==> src/rtl/hlt_pkg.sv <==
/*
 * Shared constants and types for the hardware-limit period timer.
 * Assumes a single 25 MHz core clock that is also the system clock.
 */
package hlt_pkg;
	// register byte offsets on the AXI4-Lite bus
	localparam logic [7:0] OFF_CLKSEL = 8'h00;
	localparam logic [7:0] OFF_CTRL = 8'h04;
	localparam logic [7:0] OFF_LIMIT = 8'h08;
	localparam logic [7:0] OFF_COUNT = 8'h0C;
	localparam logic [7:0] OFF_PERIOD = 8'h10;
	localparam logic [7:0] OFF_STATUS = 8'h14;
	// reset values
	localparam logic [3:0] RST_CLKSEL = 4'h0;
	localparam logic [7:0] RST_CTRL = 8'h00;
	localparam logic [7:0] RST_LIMIT = 8'h00;
	localparam logic [7:0] RST_COUNT = 8'h00;
	localparam logic [7:0] RST_PERIOD = 8'hFF;
	// status field position
	localparam int STATUS_EVENT_BIT = 0;
	// clock source codes
	localparam logic [3:0] CS_PIN = 4'h0;
	localparam logic [3:0] CS_INSTR = 4'h1;
	localparam logic [3:0] CS_SYSTEM = 4'h2;
	localparam logic [3:0] CS_HF_OSC = 4'h3;
	localparam logic [3:0] CS_LF_OSC = 4'h4;
	localparam logic [3:0] CS_MF_OSC = 4'h5;
	localparam logic [3:0] CS_SEC_OSC = 4'h6;
	localparam logic [3:0] CS_REF_CLK = 4'h7;
	localparam logic [3:0] CS_OSC_CTRL = 4'h8;
	localparam logic [3:0] CS_ZERO_CROSS = 4'h9;
	localparam logic [3:0] CS_LOGIC_CELL4 = 4'hD;
	// control mode codes
	localparam logic [4:0] MODE_FREE_RUN = 5'h00;
	localparam logic [4:0] MODE_LEVEL_LOW = 5'h06;
	localparam logic [4:0] MODE_LEVEL_HIGH = 5'h07;
	localparam logic [4:0] MODE_ONE_SHOT = 5'h08;
	// timing counts
	localparam logic [1:0] INSTR_DIV_LAST = 2'h3;
	localparam int RUN_SYNC_STAGES = 2;
	// bus responses
	localparam logic [1:0] RESP_OKAY = 2'h0;
	localparam logic [1:0] RESP_SLVERR = 2'h2;
	// control register layout, bit 7 first
	typedef struct packed {
		logic on;
		logic [2:0] prescaleRatioField;
		logic [3:0] postscaleRatioField;
	} hlt_ctrl_t;
	// hardware limit register layout, bit 7 first
	typedef struct packed {
		logic prescalerSyncEnable;
		logic clockEdgePolarity;
		logic runBitSyncEnable;
		logic [4:0] mode;
	} hlt_limit_t;
endpackage : hlt_pkg

==> src/rtl/hlt_prescaler.sv <==
/*
 * Input prescaler: passes one tick in every 2**ratio input ticks.
 * Assumes tickIn is a one-cycle enable in the core clock domain.
 */
`timescale 1ns/1ns
module hlt_prescaler import hlt_pkg::*; #(
	parameter int RATIO_W = 3
) (
	input wire logic core_clk,
	input wire logic rst,
	input wire logic clear,
	input wire logic tickIn,
	input wire logic [RATIO_W-1:0] ratio,
	output logic tickOut
);
	localparam int CNT_W = (1 << RATIO_W) - 1;
	logic [CNT_W-1:0] divCnt_reg; // ticks seen so far
	logic [CNT_W-1:0] divCnt_next;
	logic [CNT_W-1:0] limit; // last count before a pass

	// terminal count and next count
	always_comb begin
		limit = CNT_W'((32'd1 << ratio) - 32'd1);
		// at or past the limit, so a ratio lowered while running still passes
		tickOut = tickIn & ~clear & (divCnt_reg >= limit);
		divCnt_next = divCnt_reg;
		if (clear) begin
			divCnt_next = '0;
		end else if (tickIn) begin
			divCnt_next = tickOut ? '0 : divCnt_reg + 1'b1;
		end
	end

	// count register
	always_ff @(posedge core_clk) begin
		if (rst) begin
			divCnt_reg <= '0;
		end else begin
			divCnt_reg <= divCnt_next;
		end
	end
endmodule : hlt_prescaler

==> src/rtl/hlt_postscaler.sv <==
/*
 * Output postscaler: one pulse for every ratio+1 period matches.
 * Assumes matchIn is a one-cycle pulse in the core clock domain.
 */
`timescale 1ns/1ns
module hlt_postscaler import hlt_pkg::*; #(
	parameter int RATIO_W = 4
) (
	input wire logic core_clk,
	input wire logic rst,
	input wire logic clear,
	input wire logic matchIn,
	input wire logic [RATIO_W-1:0] ratio,
	output logic pulseOut
);
	logic [RATIO_W-1:0] matchCnt_reg; // matches seen so far
	logic [RATIO_W-1:0] matchCnt_next;

	// pulse on the (ratio+1)-th match, then restart
	always_comb begin
		// at or past the ratio, so a ratio lowered while running still pulses
		pulseOut = matchIn & ~clear & (matchCnt_reg >= ratio);
		matchCnt_next = matchCnt_reg;
		if (clear) begin
			matchCnt_next = '0;
		end else if (matchIn) begin
			matchCnt_next = pulseOut ? '0 : matchCnt_reg + 1'b1;
		end
	end

	// count register
	always_ff @(posedge core_clk) begin
		if (rst) begin
			matchCnt_reg <= '0;
		end else begin
			matchCnt_reg <= matchCnt_next;
		end
	end
endmodule : hlt_postscaler

==> src/rtl/hlt_timer.sv <==
/*
 * 8-bit period timer with hardware-limit control, AXI4-Lite registers.
 * Assumes core_clk is the system clock, all inputs synchronous to it,
 * and clock sources sampled as levels (at most one edge per cycle).
 */
`timescale 1ns/1ns
module hlt_timer import hlt_pkg::*; (
	input wire logic core_clk,
	input wire logic rst,
	input wire logic [7:0] awaddr,
	input wire logic awvalid,
	output logic awready,
	input wire logic [31:0] wdata,
	input wire logic [3:0] wstrb,
	input wire logic wvalid,
	output logic wready,
	output logic [1:0] bresp,
	output logic bvalid,
	input wire logic bready,
	input wire logic [7:0] araddr,
	input wire logic arvalid,
	output logic arready,
	output logic [31:0] rdata,
	output logic [1:0] rresp,
	output logic rvalid,
	input wire logic rready,
	input wire logic [15:0] clockSources,
	input wire logic externalResetSignal,
	input wire logic sleepMode,
	output logic timerOutPulse,
	output logic timerEventFlag,
	output logic keepLowFreqOsc,
	output logic keepMidFreqOsc,
	output logic keepHighFreqOsc
);
	// software-visible registers
	logic [3:0] clkSel_reg, clkSel_next; // clock source select
	hlt_ctrl_t ctrl_reg, ctrl_next; // run, prescale, postscale
	hlt_limit_t limit_reg, limit_next; // sync, polarity, mode
	logic [7:0] countValue_reg, countValue_next; // timer count
	logic [7:0] periodValue_reg, periodValue_next; // period
	logic eventFlag_reg, eventFlag_next; // sticky match event
	// bus slave state
	logic awReady_reg, awReady_next;
	logic wReady_reg, wReady_next;
	logic awHeld_reg, awHeld_next; // address taken, waiting for data
	logic wHeld_reg, wHeld_next; // data taken, waiting for address
	logic [7:0] wrAddr_reg, wrAddr_next;
	logic [7:0] wrData_reg, wrData_next;
	logic wrStrb_reg, wrStrb_next; // low byte lane enable
	logic bValid_reg, bValid_next;
	logic [1:0] bResp_reg, bResp_next;
	logic arReady_reg, arReady_next;
	logic rValid_reg, rValid_next;
	logic [31:0] rData_reg, rData_next;
	logic [1:0] rResp_reg, rResp_next;
	// timing chain state
	logic [1:0] instrDiv_reg, instrDiv_next; // system clock divide by four
	logic srcPrev_reg, srcPrev_next; // last sample of selected source
	logic prePending_reg, prePending_next; // prescaler tick awaiting sync
	logic [RUN_SYNC_STAGES-1:0] runPipe_reg, runPipe_next; // run sync
	logic outPulse_reg, outPulse_next;
	logic keepLf_reg, keepLf_next;
	logic keepMf_reg, keepMf_next;
	logic keepHf_reg, keepHf_next;
	// combinational helpers
	logic instrEn; // instruction clock enable
	logic srcLevel; // selected source level
	logic srcTick; // active edge of the timer input clock
	logic sleepBlock; // timer frozen by sleep
	logic tickIn; // tick presented to the prescaler
	logic preTick; // prescaler output
	logic syncTick; // prescaler output after optional sync
	logic runEff; // run bit as seen by the counter
	logic cntTick; // counter clock
	logic levelHold; // level-triggered reset active
	logic matchPulse; // period match on a counter clock
	logic postPulse; // postscaler output
	logic awTake, wTake, wrCommit, arTake;
	logic wrOk; // write address mapped

	assign awready = awReady_reg;
	assign wready = wReady_reg;
	assign bvalid = bValid_reg;
	assign bresp = bResp_reg;
	assign arready = arReady_reg;
	assign rvalid = rValid_reg;
	assign rdata = rData_reg;
	assign rresp = rResp_reg;
	assign timerOutPulse = outPulse_reg;
	assign timerEventFlag = eventFlag_reg;
	assign keepLowFreqOsc = keepLf_reg;
	assign keepMidFreqOsc = keepMf_reg;
	assign keepHighFreqOsc = keepHf_reg;

	// clock source selection and edge detection
	always_comb begin
		instrEn = (instrDiv_reg == INSTR_DIV_LAST);
		instrDiv_next = instrDiv_reg + 1'b1;
		srcLevel = clockSources[clkSel_reg];
		srcPrev_next = srcLevel;
		unique case (clkSel_reg)
			CS_INSTR: srcTick = instrEn;
			CS_SYSTEM: srcTick = 1'b1;
			4'hE, 4'hF: srcTick = 1'b0; // reserved codes never tick
			default: begin
				// falling edge when polarity set, else rising
				srcTick = limit_reg.clockEdgePolarity ? (srcPrev_reg & ~srcLevel)
					: (~srcPrev_reg & srcLevel);
			end
		endcase
		sleepBlock = sleepMode & limit_reg.prescalerSyncEnable;
		tickIn = srcTick & ~sleepBlock;
	end

	hlt_prescaler #(
		.RATIO_W(3)
	) u_prescaler (
		.core_clk(core_clk),
		.rst(rst),
		.clear(~ctrl_reg.on),
		.tickIn(tickIn),
		.ratio(ctrl_reg.prescaleRatioField),
		.tickOut(preTick)
	);

	// prescaler sync, run sync, counter and mode logic
	always_comb begin
		// hold a prescaler tick until the next instruction clock
		prePending_next = prePending_reg;
		if (!ctrl_reg.on || !limit_reg.prescalerSyncEnable) begin
			prePending_next = 1'b0;
		end else if (instrEn) begin
			prePending_next = 1'b0;
		end else if (preTick) begin
			prePending_next = 1'b1;
		end
		syncTick = limit_reg.prescalerSyncEnable ?
			(instrEn & (prePending_reg | preTick)) : preTick;
		// run bit shifted through two input clocks when synced
		runPipe_next = runPipe_reg;
		if (srcTick) begin
			runPipe_next = {runPipe_reg[RUN_SYNC_STAGES-2:0], ctrl_reg.on};
		end
		runEff = limit_reg.runBitSyncEnable ? runPipe_reg[RUN_SYNC_STAGES-1]
			: ctrl_reg.on;
		cntTick = syncTick & runEff & ~sleepBlock;
		// level modes: ignored while the run bit is clear
		unique case (limit_reg.mode)
			MODE_LEVEL_LOW: levelHold = ctrl_reg.on & ~externalResetSignal;
			MODE_LEVEL_HIGH: levelHold = ctrl_reg.on & externalResetSignal;
			default: levelHold = 1'b0;
		endcase
		levelHold = levelHold & ~sleepBlock;
		matchPulse = cntTick & ~levelHold & (countValue_reg == periodValue_reg);
		countValue_next = countValue_reg; // halting keeps the count
		if (levelHold) begin
			countValue_next = '0;
		end else if (matchPulse) begin
			countValue_next = '0;
		end else if (cntTick) begin
			countValue_next = countValue_reg + 1'b1;
		end
	end

	hlt_postscaler #(
		.RATIO_W(4)
	) u_postscaler (
		.core_clk(core_clk),
		.rst(rst),
		.clear(~ctrl_reg.on),
		.matchIn(matchPulse),
		.ratio(ctrl_reg.postscaleRatioField),
		.pulseOut(postPulse)
	);

	// bus slave: write and read channels
	always_comb begin
		awTake = awvalid & awReady_reg;
		wTake = wvalid & wReady_reg;
		awHeld_next = awHeld_reg | awTake;
		wHeld_next = wHeld_reg | wTake;
		wrAddr_next = awTake ? awaddr : wrAddr_reg;
		wrData_next = wTake ? wdata[7:0] : wrData_reg;
		wrStrb_next = wTake ? wstrb[0] : wrStrb_reg;
		wrCommit = awHeld_next & wHeld_next & ~bValid_reg;
		wrOk = (wrAddr_next == OFF_CLKSEL) || (wrAddr_next == OFF_CTRL)
			|| (wrAddr_next == OFF_LIMIT) || (wrAddr_next == OFF_COUNT)
			|| (wrAddr_next == OFF_PERIOD) || (wrAddr_next == OFF_STATUS);
		bValid_next = bValid_reg & ~bready;
		bResp_next = bResp_reg;
		if (wrCommit) begin
			awHeld_next = 1'b0;
			wHeld_next = 1'b0;
			bValid_next = 1'b1;
			bResp_next = wrOk ? RESP_OKAY : RESP_SLVERR;
		end
		awReady_next = ~awHeld_next & ~bValid_next;
		wReady_next = ~wHeld_next & ~bValid_next;
		// read: one cycle from address to data
		arTake = arvalid & arReady_reg;
		rValid_next = rValid_reg & ~rready;
		rData_next = rData_reg;
		rResp_next = rResp_reg;
		if (arTake) begin
			rValid_next = 1'b1;
			rResp_next = RESP_OKAY;
			unique case (araddr)
				OFF_CLKSEL: rData_next = {28'h0000000, clkSel_reg};
				OFF_CTRL: rData_next = {24'h000000, ctrl_reg};
				OFF_LIMIT: rData_next = {24'h000000, limit_reg};
				OFF_COUNT: rData_next = {24'h000000, countValue_reg};
				OFF_PERIOD: rData_next = {24'h000000, periodValue_reg};
				OFF_STATUS: rData_next = {31'h00000000, eventFlag_reg};
				default: begin
					rData_next = 32'h00000000;
					rResp_next = RESP_SLVERR;
				end
			endcase
		end
		arReady_next = ~rValid_next;
	end

	// register writes, hardware clear of run bit, event flag, outputs
	always_comb begin
		clkSel_next = clkSel_reg;
		ctrl_next = ctrl_reg;
		limit_next = limit_reg;
		periodValue_next = periodValue_reg;
		// one-shot: hardware drops the run bit on the match
		if (matchPulse && limit_reg.mode == MODE_ONE_SHOT) begin
			ctrl_next.on = 1'b0;
		end
		eventFlag_next = eventFlag_reg;
		if (wrCommit && wrStrb_next) begin
			unique case (wrAddr_next)
				OFF_CLKSEL: clkSel_next = wrData_next[3:0];
				OFF_CTRL: ctrl_next = hlt_ctrl_t'(wrData_next); // software write wins
				OFF_LIMIT: limit_next = hlt_limit_t'(wrData_next);
				OFF_PERIOD: periodValue_next = wrData_next;
				OFF_STATUS: begin
					if (wrData_next[STATUS_EVENT_BIT]) begin
						eventFlag_next = 1'b0; // write one to clear
					end
				end
				default: ;
			endcase
		end
		if (postPulse) begin
			eventFlag_next = 1'b1; // set beats clear
		end
		outPulse_next = postPulse;
		keepLf_next = sleepMode & ctrl_reg.on & (clkSel_reg == CS_LF_OSC);
		keepMf_next = sleepMode & ctrl_reg.on & (clkSel_reg == CS_MF_OSC);
		keepHf_next = sleepMode & ctrl_reg.on & (clkSel_reg == CS_HF_OSC);
	end

	// all state registers
	always_ff @(posedge core_clk) begin
		if (rst) begin
			clkSel_reg <= RST_CLKSEL;
			ctrl_reg <= hlt_ctrl_t'(RST_CTRL);
			limit_reg <= hlt_limit_t'(RST_LIMIT);
			countValue_reg <= RST_COUNT;
			periodValue_reg <= RST_PERIOD;
			eventFlag_reg <= 1'b0;
			awReady_reg <= 1'b0;
			wReady_reg <= 1'b0;
			awHeld_reg <= 1'b0;
			wHeld_reg <= 1'b0;
			wrAddr_reg <= 8'h00;
			wrData_reg <= 8'h00;
			wrStrb_reg <= 1'b0;
			bValid_reg <= 1'b0;
			bResp_reg <= RESP_OKAY;
			arReady_reg <= 1'b0;
			rValid_reg <= 1'b0;
			rData_reg <= 32'h00000000;
			rResp_reg <= RESP_OKAY;
			instrDiv_reg <= 2'h0;
			srcPrev_reg <= 1'b0;
			prePending_reg <= 1'b0;
			runPipe_reg <= '0;
			outPulse_reg <= 1'b0;
			keepLf_reg <= 1'b0;
			keepMf_reg <= 1'b0;
			keepHf_reg <= 1'b0;
		end else begin
			clkSel_reg <= clkSel_next;
			ctrl_reg <= ctrl_next;
			limit_reg <= limit_next;
			countValue_reg <= countValue_next;
			periodValue_reg <= periodValue_next;
			eventFlag_reg <= eventFlag_next;
			awReady_reg <= awReady_next;
			wReady_reg <= wReady_next;
			awHeld_reg <= awHeld_next;
			wHeld_reg <= wHeld_next;
			wrAddr_reg <= wrAddr_next;
			wrData_reg <= wrData_next;
			wrStrb_reg <= wrStrb_next;
			bValid_reg <= bValid_next;
			bResp_reg <= bResp_next;
			arReady_reg <= arReady_next;
			rValid_reg <= rValid_next;
			rData_reg <= rData_next;
			rResp_reg <= rResp_next;
			instrDiv_reg <= instrDiv_next;
			srcPrev_reg <= srcPrev_next;
			prePending_reg <= prePending_next;
			runPipe_reg <= runPipe_next;
			outPulse_reg <= outPulse_next;
			keepLf_reg <= keepLf_next;
			keepMf_reg <= keepMf_next;
			keepHf_reg <= keepHf_next;
		end
	end
endmodule : hlt_timer

==> config.mk <==
export PLATFORM = sky130hd
export DESIGN_NAME = hlt_timer
export DESIGN_NICKNAME = d
export VERILOG_FILES = /design/src/rtl/hlt_pkg.sv /design/src/rtl/hlt_prescaler.sv /design/src/rtl/hlt_postscaler.sv /design/src/rtl/hlt_timer.sv
export SDC_FILE = /design/constraint.sdc
export NUM_CORES = 1
export LEC_CHECK = 0
export ABC_AREA = 1
export BUFFER_PORTS_ARGS = -buffer_cell sky130_fd_sc_hd__buf_4
export CORE_MARGIN = 3
export CORE_UTILIZATION = 45
export CTS_CLUSTER_DIAMETER = 120
export DETAILED_ROUTE_END_ITERATION = 10
export PLACE_DENSITY = 0.81
export SYNTH_ARGS = -nofsm -noshare
export SYNTH_HDL_FRONTEND = slang
export SYNTH_SLANG_ARGS = --single-unit
==> constraint.sdc <==
create_clock -name core_clk -period 2.85 [get_ports core_clk]
set_clock_uncertainty 0.2 [all_clocks]
set_input_delay 0.4275 -clock core_clk [delete_from_list [all_inputs] [get_ports core_clk]]
set_output_delay 0.4275 -clock core_clk [all_outputs]
set_load 0.02 [all_outputs]
## Yosys cells after proc, flatten, opt, wreduce, memory -nomap -nowiden

Index checks and enable logic that the tools add are counted.

| storage, ports and cells | value |
|---|---|
| bits of input ports | 77 |
| bits in registers | 118 |
| output and inout port bits | 46 |

| cells by class | value |
|---|---|
| reductions and logical operators | 25 |
| add/sub/neg operators | 5 |
| shift-type cells | 1 |
| muxes and demuxes | 26 |
| $lt $le $gt $ge | 3 |
| bitwise gates (word level) | 45 |
| equal/unequal tests | 22 |

Operators by type and width:

| cell | number |
|---|---|
| $pmux 8 s6 | 1 |
| $eq 8x4->1 const B | 4 |
| $eq 8x5->1 const B | 4 |
| $mux 8 | 4 |
| $and 1x1->1 | 29 |
| $eq 8x3->1 const B | 2 |
| $logic_not 8->1 | 2 |
| $mux 1 | 14 |
| $not 1->1 | 13 |
| $eq 5x3->1 const B | 2 |
| $add 8x1->8 const B | 1 |
| $eq 4x2->1 const B | 2 |
| $eq 4x3->1 const B | 2 |
| $eq 4x4->1 const B | 2 |
| $eq 8x8->1 | 1 |
| $reduce_and 2->1 | 4 |
| $add 7x1->7 const B | 1 |
| $ge 7x7->1 | 1 |
| $mux 7 | 1 |
| $shl 1x3->7 const A | 1 |
| $sub 7x1->7 const B | 1 |
| $logic_or 1x1->1 | 6 |
| $reduce_bool 2->1 | 3 |
| $reduce_or 3->1 | 2 |
| 18 further kinds | 24 |

## Longest topological paths before layout

Gate-level depths: netlist of run 1.

| depth | value |
|---|---|
| depth in word-level cells | 20 |
| gate-level depth with buffers | 19 |

## By module

From an unflattened synthesis of run 1, not the netlist that was laid out.

| second synthesis, totals | value |
|---|---|
| cell total of the unflattened synthesis | 680 |
| area total of the unflattened synthesis | 4,883.4 µm² |

Modules (own cells, without submodules):

| module | cells an instance | instances | area an instance (µm²) |
|---|---|---|---|
| hlt_timer | 560 | 1 | 4,033.9 |
| hlt_prescaler | 78 | 1 | 553.0 |
| hlt_postscaler | 42 | 1 | 296.5 |

## Worst setup path after synthesis of run 1

No wires, ideal clock.

| timing | value |
|---|---|
| path kind | reg2reg |
| start point | reg wReady_reg, in the netlist wready |
| end point | reg ctrl_reg[3] (netlist bit) |
| stages on the path, launching flop included | 12 |
| path buffers | 1 |
| clock period less this slack | 2,202 ps |
| data arrival time | 1,883 ps |
| path slack | 648 ps |
| cells stage by stage | dfxtp_1 -> nand2_2 -> inv_2 -> nor2_1 -> nor3_4 -> inv_2 -> or2_4 -> nor2_2 -> nand2_1 -> buf_2 -> o21ai_1 -> a21oi_1 |

| on the way | value |
|---|---|
| longest elaborated chain between the ends | 6 |

RTL lines:

| element | line | RTL |
|---|---|---|
| start, declared | hlt_timer.sv:45 | `logic wReady_reg, wReady_next;` |
| start signal, assigned | hlt_timer.sv:296 | `wReady_reg <= wReady_next;` |
| $and 1x1->1 * | hlt_timer.sv:180 | `wTake = wvalid & wReady_reg;` |
| $or 1x1->1 | hlt_timer.sv:182 | `wHeld_next = wHeld_reg \| wTake;` |
| $and 1x1->1 (2 in a row) | hlt_timer.sv:186 | `wrCommit = awHeld_next & wHeld_next & ~bValid_reg;` |
| $logic_and 1x1->1 | hlt_timer.sv:235 | `if (wrCommit && wrStrb_next) begin` |
| $reduce_and 2->1 (no source line) | n/a |  |
| end signal, assigned | hlt_timer.sv:262 | `ctrl_reg <= hlt_ctrl_t'(RST_CTRL);` |
| end signal, assigned | hlt_timer.sv:290 | `ctrl_reg <= ctrl_next;` |
| end, declared | hlt_timer.sv:38 | `hlt_ctrl_t ctrl_reg, ctrl_next;` |

Every way passes the cells marked *; elsewhere a longest branch is shown, timed or not.
A chain may end at the register's enable or synchronous reset.

## Final worst setup path of run 1

| timing | value |
|---|---|
| start point | reg ctrl_reg[5] (netlist bit) |
| end point | reg countValue_reg[3] |

| on the way | value |
|---|---|
| longest elaborated chain between the ends | 12 |

RTL lines:

| element | line | RTL |
|---|---|---|
| $shl 1x3->7 * | hlt_prescaler.sv:23 | `limit = CNT_W'((32'd1 << ratio) - 32'd1);` |
| $sub 7x1->7 * | hlt_prescaler.sv:23 |  |
| $ge 7x7->1 * | hlt_prescaler.sv:25 | `tickOut = tickIn & ~clear & (divCnt_reg >= limit);` |
| $and 1x1->1 * | hlt_prescaler.sv:25 |  |
| $or 1x1->1 | hlt_timer.sv:139 | `(instrEn & (prePending_reg \| preTick)) : preTick;` |
| $and 1x1->1 | hlt_timer.sv:139 |  |
| $mux 1 * | hlt_timer.sv:138 | `syncTick = limit_reg.prescalerSyncEnable ?` |
| $and 1x1->1 * (2 in a row) | hlt_timer.sv:147 | `cntTick = syncTick & runEff & ~sleepBlock;` |
| $and 1x1->1 (2 in a row) | hlt_timer.sv:155 | `matchPulse = cntTick & ~levelHold & (countValue_reg == periodValue_reg);` |
| $reduce_or 3->1 (no source line) | n/a |  |
| end signal, assigned | hlt_timer.sv:292 | `countValue_reg <= countValue_next;` |
| end, declared | hlt_timer.sv:40 | `logic [7:0] countValue_reg, countValue_next;` |

Marked as above.

==> summary.md, run 1 <==
• R2R cell count: 14
• CTS Root Buffer Type: clkbuf_8
• leakage power: 2.453 nW
• final critical-path setup slack: 0.2334 ns
• combined global-route utilization of all metal layers: 20.44%
• Setup Crit Path Kind: flop to flop
• wire length after detailed routing: 11.90 mm
• top cell types by occurrence after synthesis: 133 x nand2_1, 92 x dfxtp_1, 68 x inv_1
• worst reg2reg path endpoint: countValue_reg[3]$_SDFFE_PP0P_
• fraction of registers with async set or reset after synthesis: 0%
• wire length on met3: 1.027 mm
• Hold WC Path Type: primary input to flop
• maximum vdd drop: 0.3589 mV
• Critical Path, Cell by Cell: a21oi_1 -> ha_1 -> nand2_1 -> o21ai_0 -> nand4_1 -> o2111ai_1 -> nand2_1 -> inv_1 -> nand3_4 -> nand2_1 -> nand2_2 -> nor2_1 -> nand2_1 -> a21oi_1
• Yosys cell types: 46
• Pwr Density: 474.3 nW/um^2
• initial standard-cell utilization of the core: 47.45%
• cell type with the highest occurrence count on the critical path: nand2_1
• post-synthesis cell area: 4745 um^2
• count of synthesis-stage warnings from yosys: 0
• Die Footprint: 11810 um^2
• area fraction of the dominant cell type after synthesis: 38.82%
• worst setup slack before clock tree synthesis: 0.2189 ns
• library cell contributing the largest single delay on the critical path: dfxtp_1
• result of the run: finished, final reports clean
• Area Overhead vs Synth: 16.35%
• Clock transition at path regs: 0.09 ns
• highest achievable clock rate: 0.3822 GHz
• number of antenna repair diodes: 0
• Port-buffer cells: 69
• Max transition margin: 54.28%
• number of CTS-inserted buffers: 9
• fraction of the cycle the final worst path needs: 91.81%
• max-slew violation count: 0
• count of H-tree levels built during CTS: 3
• number of failing setup endpoints in the final timing report: 0
• number of flip-flops and latches in the synthesized netlist: 92
• count of pins on the block boundary: 123
• Placement Rows: 36
• global-route wire length before repair: 19.24 mm
• Largest delay share family, worst path: simple AND/OR/NAND/NOR gates
• maximum fanout encountered on the critical timing path: 10
• Register-to-Register Setup Slack: 0.23 ns
• kind of end point of the critical path: flop
• transition time at the pin with the least slew margin: 0.6787 ns
• critical path's largest stage delay: 0.44 ns
• startpoint class of the critical path: flop
• clock tree from TritonCTS: yes
• grt total ovfl: 0
• buffers from clock root to sink, at most: 2
• worst hold path depth: 3
• most common flop cell mapped by yosys: dfxtp_1
• placer's final routability congestion estimate: 0.9418
• number of vias per cell after detailed routing: 5.303
• height of the chip: 108.7 um
• number of iterations in the first detailed-routing pass: 5
• Placeable Area: 10000 um^2
• maximum number of pins on one net before global-route repair: 51
• vias: 4566
• setup repair after global routing missed its margin: false
• most frequent cell after synthesis: nand2_1
• endpoint of the worst hold-timing path: wrStrb_reg$_SDFF_PP0_
• required time of the critical path: 2.94 ns
• mean instance size in the synthesized netlist: 7.288 um^2
• Critical R2R Launch: ctrl_reg[5]$_SDFFE_PP0P_
• fin cells: 861
• number of antenna violations at the first check in global routing: 0
• final critical-path required period: 2.617 ns
• Detail Placement HPWL: 9.009 mm
• setup TNS: 0 ns
• post-synthesis cell type with the largest combined area: dfxtp_1
• leading cell types by total area after synthesis: dfxtp_1 39%, nand2_1 11%, a21oi_1 6.4%, o21ai_0 5.7%, inv_1 5.4%
• Post-synth EDFFs: 0
• die boundary width: 108.7 um
• total placed cells including tap cells: 845
• fraction of layout cells with a size suffix above 1: 16.90%
• quantity of hold-fixing buffers added after cts: 0
• Hold Path Origin: wstrb[0]
• number of nets at the end of the flow: 815
• data arrival time of the critical path: 2.71 ns
• filler instances: 915
• number of DRC violations after detailed-routing iteration 0: 396
• number of sinks handled by clock tree synthesis: 92
• amount of wire on met2 after detailed routing: 5.351 mm
• met1 wire length: 5.279 mm
• overall power after layout: 2.619 mW
• Post-route DRC: 0
• number of standard cells after synthesis: 651
• worst path buffer plus inverter count: 1
• total count of hold-check failures in the final report: 0
• via count of the first global-routing pass: 4257
• top metal layer carrying routed signals: met4
• routed wirelength normalized by instance count: 13.82 um
• Worst-Skew Late Latency: 0.36 ns
• number of routed nets with antenna violations: 0
• part of the Yosys area used for sequential elements: 38.82%
• max-cap violation count: 0
-- tightest hold or removal path, stage by stage --
cell and delay [ns]:
buf_4 0.08, mux2i_1 0.07, nor2_1 0.08
-- logic make-up (layout without fill, tap and decap cells) --
logic type,count (synthesis),in the layout,share of synthesized area [%]
and+or+nand+nor,268,268,25.50
other,1,26,0.07904
muxes,9,9,1.899
adders and majority gates,15,15,3.956
buffers and inverters,114,166,11.52
AOI/OAI and AO/OA,143,143,16.56
DFF,92,92,38.82
xor gates and xnor gates,9,9,1.661
-- power breakdown --
| group | internal (mW) | switching (mW) | leakage, nW |
|---|---|---|---|
| Combinational | 0.129 | 0.220 | 1.60 |
| Clock | 0.455 | 0.471 | 0.106 |
| Sequential | 1.33 | 0.0181 | 0.746 |
| Total | 1.91 | 0.709 | 2.45 |
-- metal layers --
layer | GRT usage, % | up-vias
met2 | 33.72 | 229
met3 | 3.256 | 28
met5 | 0 | -
met1 | 26.77 | 2053
met4 | 8.206 | 0
li1 | - | 2256
-- area by class of cell --
type | instances | area, um^2 | share of cell area, %
clock inverters | 5 | 60.06 | 1.088
repair buffers | 76 | 570.5 | 10.34
flip-flops and latches | 92 | 1842 | 33.36
multi-input cells | 470 | 2452 | 44.42
clock buffers | 11 | 151.4 | 2.743
inverters | 74 | 277.8 | 5.032
well taps | 133 | 166.4 | 3.015
-- per-stage QoR --
| stage | area [um^2] | hold slack (ns) | util [%] |
|---|---|---|---|
| after floorplan | 4838 | 0.1981 | - |
| final | 5520 | 0.1373 | 55.21 |
| after CTS | 5518 | 0.1303 | 55.18 |
| after detailed placement | 5306 | 0.2155 | 53.07 |
| after global placement | 5306 | 0.2068 | 53.07 |
| after global routing | 5520 | 0.1453 | 55.21 |
-- cell usage in the layout (no fill, tap or decap), drive strengths merged, types with 4 or more instances in the layout --
cell type  count
or2           12
inv           73
nand2        138
nand3         18
conb          26
ha            15
mux2i          9
nor2          63
xnor2          5
a21oi         62
clkbuf        11
xor2           4
dfxtp         92
buf           76
nor3          15
clkinv         4
o22ai          4
o21ai         59
o2111ai        5
nand4         17
-- worst max path at each step --
stage | from | to | slack, ns | cells after the start
after floorplan | wready$_SDFF_PP0_ | ctrl_reg[3]$_SDFFE_PP0P_ | 0.65 | 11
after detailed placement | ctrl_reg[6]$_SDFFE_PP0P_ | countValue_reg[3]$_SDFFE_PP0P_ | 0.22 | 13
after global placement | ctrl_reg[6]$_SDFFE_PP0P_ | countValue_reg[5]$_SDFFE_PP0P_ | 0.34 | 13
after CTS | ctrl_reg[6]$_SDFFE_PP0P_ | countValue_reg[3]$_SDFFE_PP0P_ | 0.21 | 13
final | ctrl_reg[5]$_SDFFE_PP0P_ | countValue_reg[3]$_SDFFE_PP0P_ | 0.23 | 14
after global routing | ctrl_reg[5]$_SDFFE_PP0P_ | countValue_reg[3]$_SDFFE_PP0P_ | 0.05 | 14
-- repair_timing --
item                                    in CTS  in global routing
endpoints found under the setup margin       0                  1
gates resized for setup                      0                  1
setup buffers                                0                  0
Note: power is estimated with default switching activity, not from simulation.
==> run 2: changes to the inputs <==
--- a/config.mk
+++ b/config.mk
@@ -11,7 +11,8 @@
 export CORE_UTILIZATION = 45
 export CTS_CLUSTER_DIAMETER = 120
 export DETAILED_ROUTE_END_ITERATION = 10
-export PLACE_DENSITY = 0.81
+export PLACE_DENSITY = 0.8
 export SYNTH_ARGS = -nofsm -noshare
 export SYNTH_HDL_FRONTEND = slang
+export SYNTH_HIERARCHICAL = 1
 export SYNTH_SLANG_ARGS = --single-unit
==> summary.md, run 2 <==
• result of the run: complete, but fails checks, was finished, final reports clean
• failing checks: setup timing
• number of nets at the end of the flow: 859, was 815
• final critical-path setup slack: -0.005708 ns, was 0.2334 ns
• startpoint class of the critical path: flop, unchanged
• mean instance size in the synthesized netlist: 7.182 um^2, was 7.288 um^2
• Pwr Density: 439.3 nW/um^2, was 474.3 nW/um^2
• clock tree from TritonCTS: yes, unchanged
• post-synthesis cell area: 4883 um^2, was 4745 um^2
• Die Footprint: 12140 um^2, was 11810 um^2
• CTS Root Buffer Type: clkbuf_8, unchanged
• startpoint of the most critical setup path: clkSel_reg[0]$_SDFFE_PP0P_, was ctrl_reg[5]$_SDFFE_PP0P_
• Worst-Skew Late Latency: 0.36 ns, about the same
• most common flop cell mapped by yosys: dfxtp_1, unchanged
• number of sinks handled by clock tree synthesis: 92, unchanged
• maximum number of pins on one net before global-route repair: 48, was 51
• number of flip-flops and latches in the synthesized netlist: 92, unchanged
• fraction of registers with async set or reset after synthesis: 0%, unchanged
• post-synthesis cell type with the largest combined area: dfxtp_1, unchanged
• Setup Crit Path Kind: flop to flop, unchanged
• Post-route DRC: 0, unchanged
• fraction of layout cells with a size suffix above 1: 23.06%, was 16.90%
• leading cell types by total area after synthesis: dfxtp_1 38%, nand2_1 10%, inv_1 6.0%, nor2_1 5.5%, a21oi_1 5.4%, was dfxtp_1 39%, nand2_1 11%, a21oi_1 6.4%, o21ai_0 5.7%, inv_1 5.4%
• Hold WC Path Type: primary input to flop, unchanged
• Clock transition at path regs: 0.09 ns, about the same
• count of synthesis-stage warnings from yosys: 6, was 0
• area fraction of the dominant cell type after synthesis: 37.71%, was 38.82%
• kind of end point of the critical path: flop, unchanged
• post-placement cell area: 5539 um^2, was 5306 um^2
• highest achievable clock rate: 0.3502 GHz, was 0.3822 GHz
• number of iterations in the first detailed-routing pass: 5, unchanged
• buffers from clock root to sink, at most: 2, unchanged
• number of routed nets with antenna violations: 0, unchanged
• leakage power: 2.603 nW, was 2.453 nW
• die boundary width: 110.2 um, was 108.7 um
• max-cap violation count: 0, unchanged
• Critical R2R Launch: clkSel_reg[0]$_SDFFE_PP0P_, was ctrl_reg[5]$_SDFFE_PP0P_
• Max transition margin: 45.25%, was 54.28%
• area of all placed cells without fillers: 5806 um^2, was 5520 um^2
• vias: 4488, was 4566
• leading cell type in the layout, fill and taps excluded: nand2_1, unchanged
• max-slew violation count: 0, unchanged
• top cell types by occurrence after synthesis: 136 x nand2_1, 92 x dfxtp_1, 78 x inv_1, was 133 x nand2_1, 92 x dfxtp_1, 68 x inv_1
• tightest hold margin: 0.1194 ns, was 0.1373 ns
• overall power after layout: 2.550 mW, was 2.619 mW
• transition time at the pin with the least slew margin: 0.8204 ns, was 0.6787 ns
• combined global-route utilization of all metal layers: 18.29%, was 20.44%
• Post-synth EDFFs: 0, unchanged
• final critical-path required period: 2.856 ns, was 2.617 ns
• data arrival time of the critical path: 2.92 ns, was 2.71 ns
• total count of hold-check failures in the final report: 0, unchanged
• number of vias per cell after detailed routing: 4.943, was 5.303
• count of pins on the block boundary: 123, unchanged
• required time of the critical path: 2.91 ns, was 2.94 ns
• most frequent cell after synthesis: nand2_1, unchanged
• Detail Placement HPWL: 8.316 mm, was 9.009 mm
• number of CTS-inserted buffers: 9, unchanged
• placer's final routability congestion estimate: 0.8820, was 0.9418
• Hold Path Origin: awaddr[2], was wstrb[0]
• number of antenna violations at the first check in global routing: 0, unchanged
• global-route wire length before repair: 17.76 mm, was 19.24 mm
• initial standard-cell utilization of the core: 46.88%, was 47.45%
• Port-buffer cells: 69, unchanged
• worst setup slack before clock tree synthesis: -0.1638 ns, was 0.2189 ns
• Yosys cell types: 43, was 46
• part of the Yosys area used for sequential elements: 37.71%, was 38.82%
• number of antenna repair diodes: 0, unchanged
• maximum fanout encountered on the critical timing path: 5, was 10
• maximum vdd drop: 0.2715 mV, was 0.3589 mV
• grt total ovfl: 0, unchanged
• height of the chip: 110.2 um, was 108.7 um
• most used cells in the layout excluding fill and tap cells: 134 x nand2_1, 90 x dfxtp_1, 90 x buf_4, 73 x inv_1, 70 x nor2_1, was 132 x nand2_1, 92 x dfxtp_1, 76 x buf_4, 68 x inv_1
• number of standard cells after synthesis: 680, was 651
• number of DRC violations after detailed-routing iteration 0: 297, was 396
• Placement Rows: 37, was 36
• count of H-tree levels built during CTS: 3, unchanged
• fraction of the cycle the final worst path needs: 100.2%, was 91.81%
• via count of the first global-routing pass: 3910, was 4257
• setup repair after global routing missed its margin: true, was false
• number of failing setup endpoints in the final timing report: 1, was 0
• Placeable Area: 10420 um^2, was 10000 um^2
• routed wirelength normalized by instance count: 12.24 um, was 13.82 um
• wire length after detailed routing: 11.11 mm, was 11.90 mm
• Area Overhead vs Synth: 18.88%, was 16.35%
run 2: kinds of logic (layout without fill, tap and decap cells):
kind of cell / count (synthesis) / count (layout) / share of synthesized area [%]
mux: 3 / 3 / 0.6917
flops: 92 / 92 / 37.71
xor+xnor: 16 / 16 / 2.870
simple gates: 303 / 303 / 28.52
compound gates: 124 / 124 / 13.84
other cells: 1 / 26 / 0.07679
buf+inv: 126 / 193 / 12.45
fa+ha+maj: 15 / 15 / 3.843
run 2: final cells by class:
| type | count | area (um^2) |
|---|---|---|
| fillers | 1005 | 4611 |
| well taps | 136 | 170.2 |
| repair buffers | 93 | 709.4 |
| flip-flops and latches | 92 | 1847 |
| multi-input cells | 487 | 2574 |
| inverters | 84 | 317.8 |
| clock inverters | 5 | 36.28 |
| clock buffers | 11 | 151.4 |
run 2: repair_timing:
action                     in CTS  in global routing
gates cloned                    1                  0
buffers inserted                3                  2
setup endpoints to repair      14                 15
hold buffers                    0                  0
resized for setup              10                  6
pin swaps                       3                  4
run 2: final timing paths:
kind                                          endpoint  slack (ns)  cells after the start
max          u_postscaler/matchCnt_reg[3]$_SDFFE_PP0P_      -0.006                     25
min                           wrAddr_reg[2]$_SDFF_PP0_        0.12                      3
max reg2reg  u_postscaler/matchCnt_reg[3]$_SDFFE_PP0P_      -0.006                     25
min reg2reg                 instrDiv_reg[0]$_SDFF_PP0_        0.23                      1
run 2: power by group:
part / switching (mW) / total (mW) / leakage [nW] / internal [mW]
logic: 0.240 / 0.385 / 1.77 / 0.146
clock network: 0.458 / 0.822 / 0.0876 / 0.364
registers: 0.0173 / 1.34 / 0.748 / 1.33
run 2: metrics by stage:
step,utilization [%],TNS [ns],std cells
CTS,55.46,0,906
floorplan,-,0,705
global route,55.74,-2.971,908
finish,55.74,-0.005708,908
detailed placement,53.18,-0.6272,886
global placement,53.18,-0.2044,886
run 2: per-layer routing:
metal | vias to the layer above | global-route usage (%) | wire length [um]
li1 | 2314 | - | -
met1 | 1996 | 25.57 | 5107
met2 | 155 | 27.69 | 4908
met3 | 23 | 3.145 | 849
met4 | 0 | 8.004 | 247
met5 | - | 0 | 0
run 2: worst max-delay path: stages (launching register included):
cell	delay, ns
dfxtp_4	0.37
buf_6	0.13
nand2_2	0.06
nand2_2	0.05
nand2_1	0.05
nand2_1	0.05
nand2_1	0.05
nand2_1	0.06
inv_2	0.06
nand2_1	0.05
nand2_1	0.07
nand3_2	0.10
a21boi_4	0.19
inv_2	0.05
nor2_1	0.08
nand2_1	0.08
inv_2	0.07
a21o_1	0.12
nand3_4	0.11
inv_2	0.09
nand3_2	0.08
nor2_4	0.16
buf_6	0.13
nand4_1	0.10
xor2_1	0.15
nor2_1	0.06
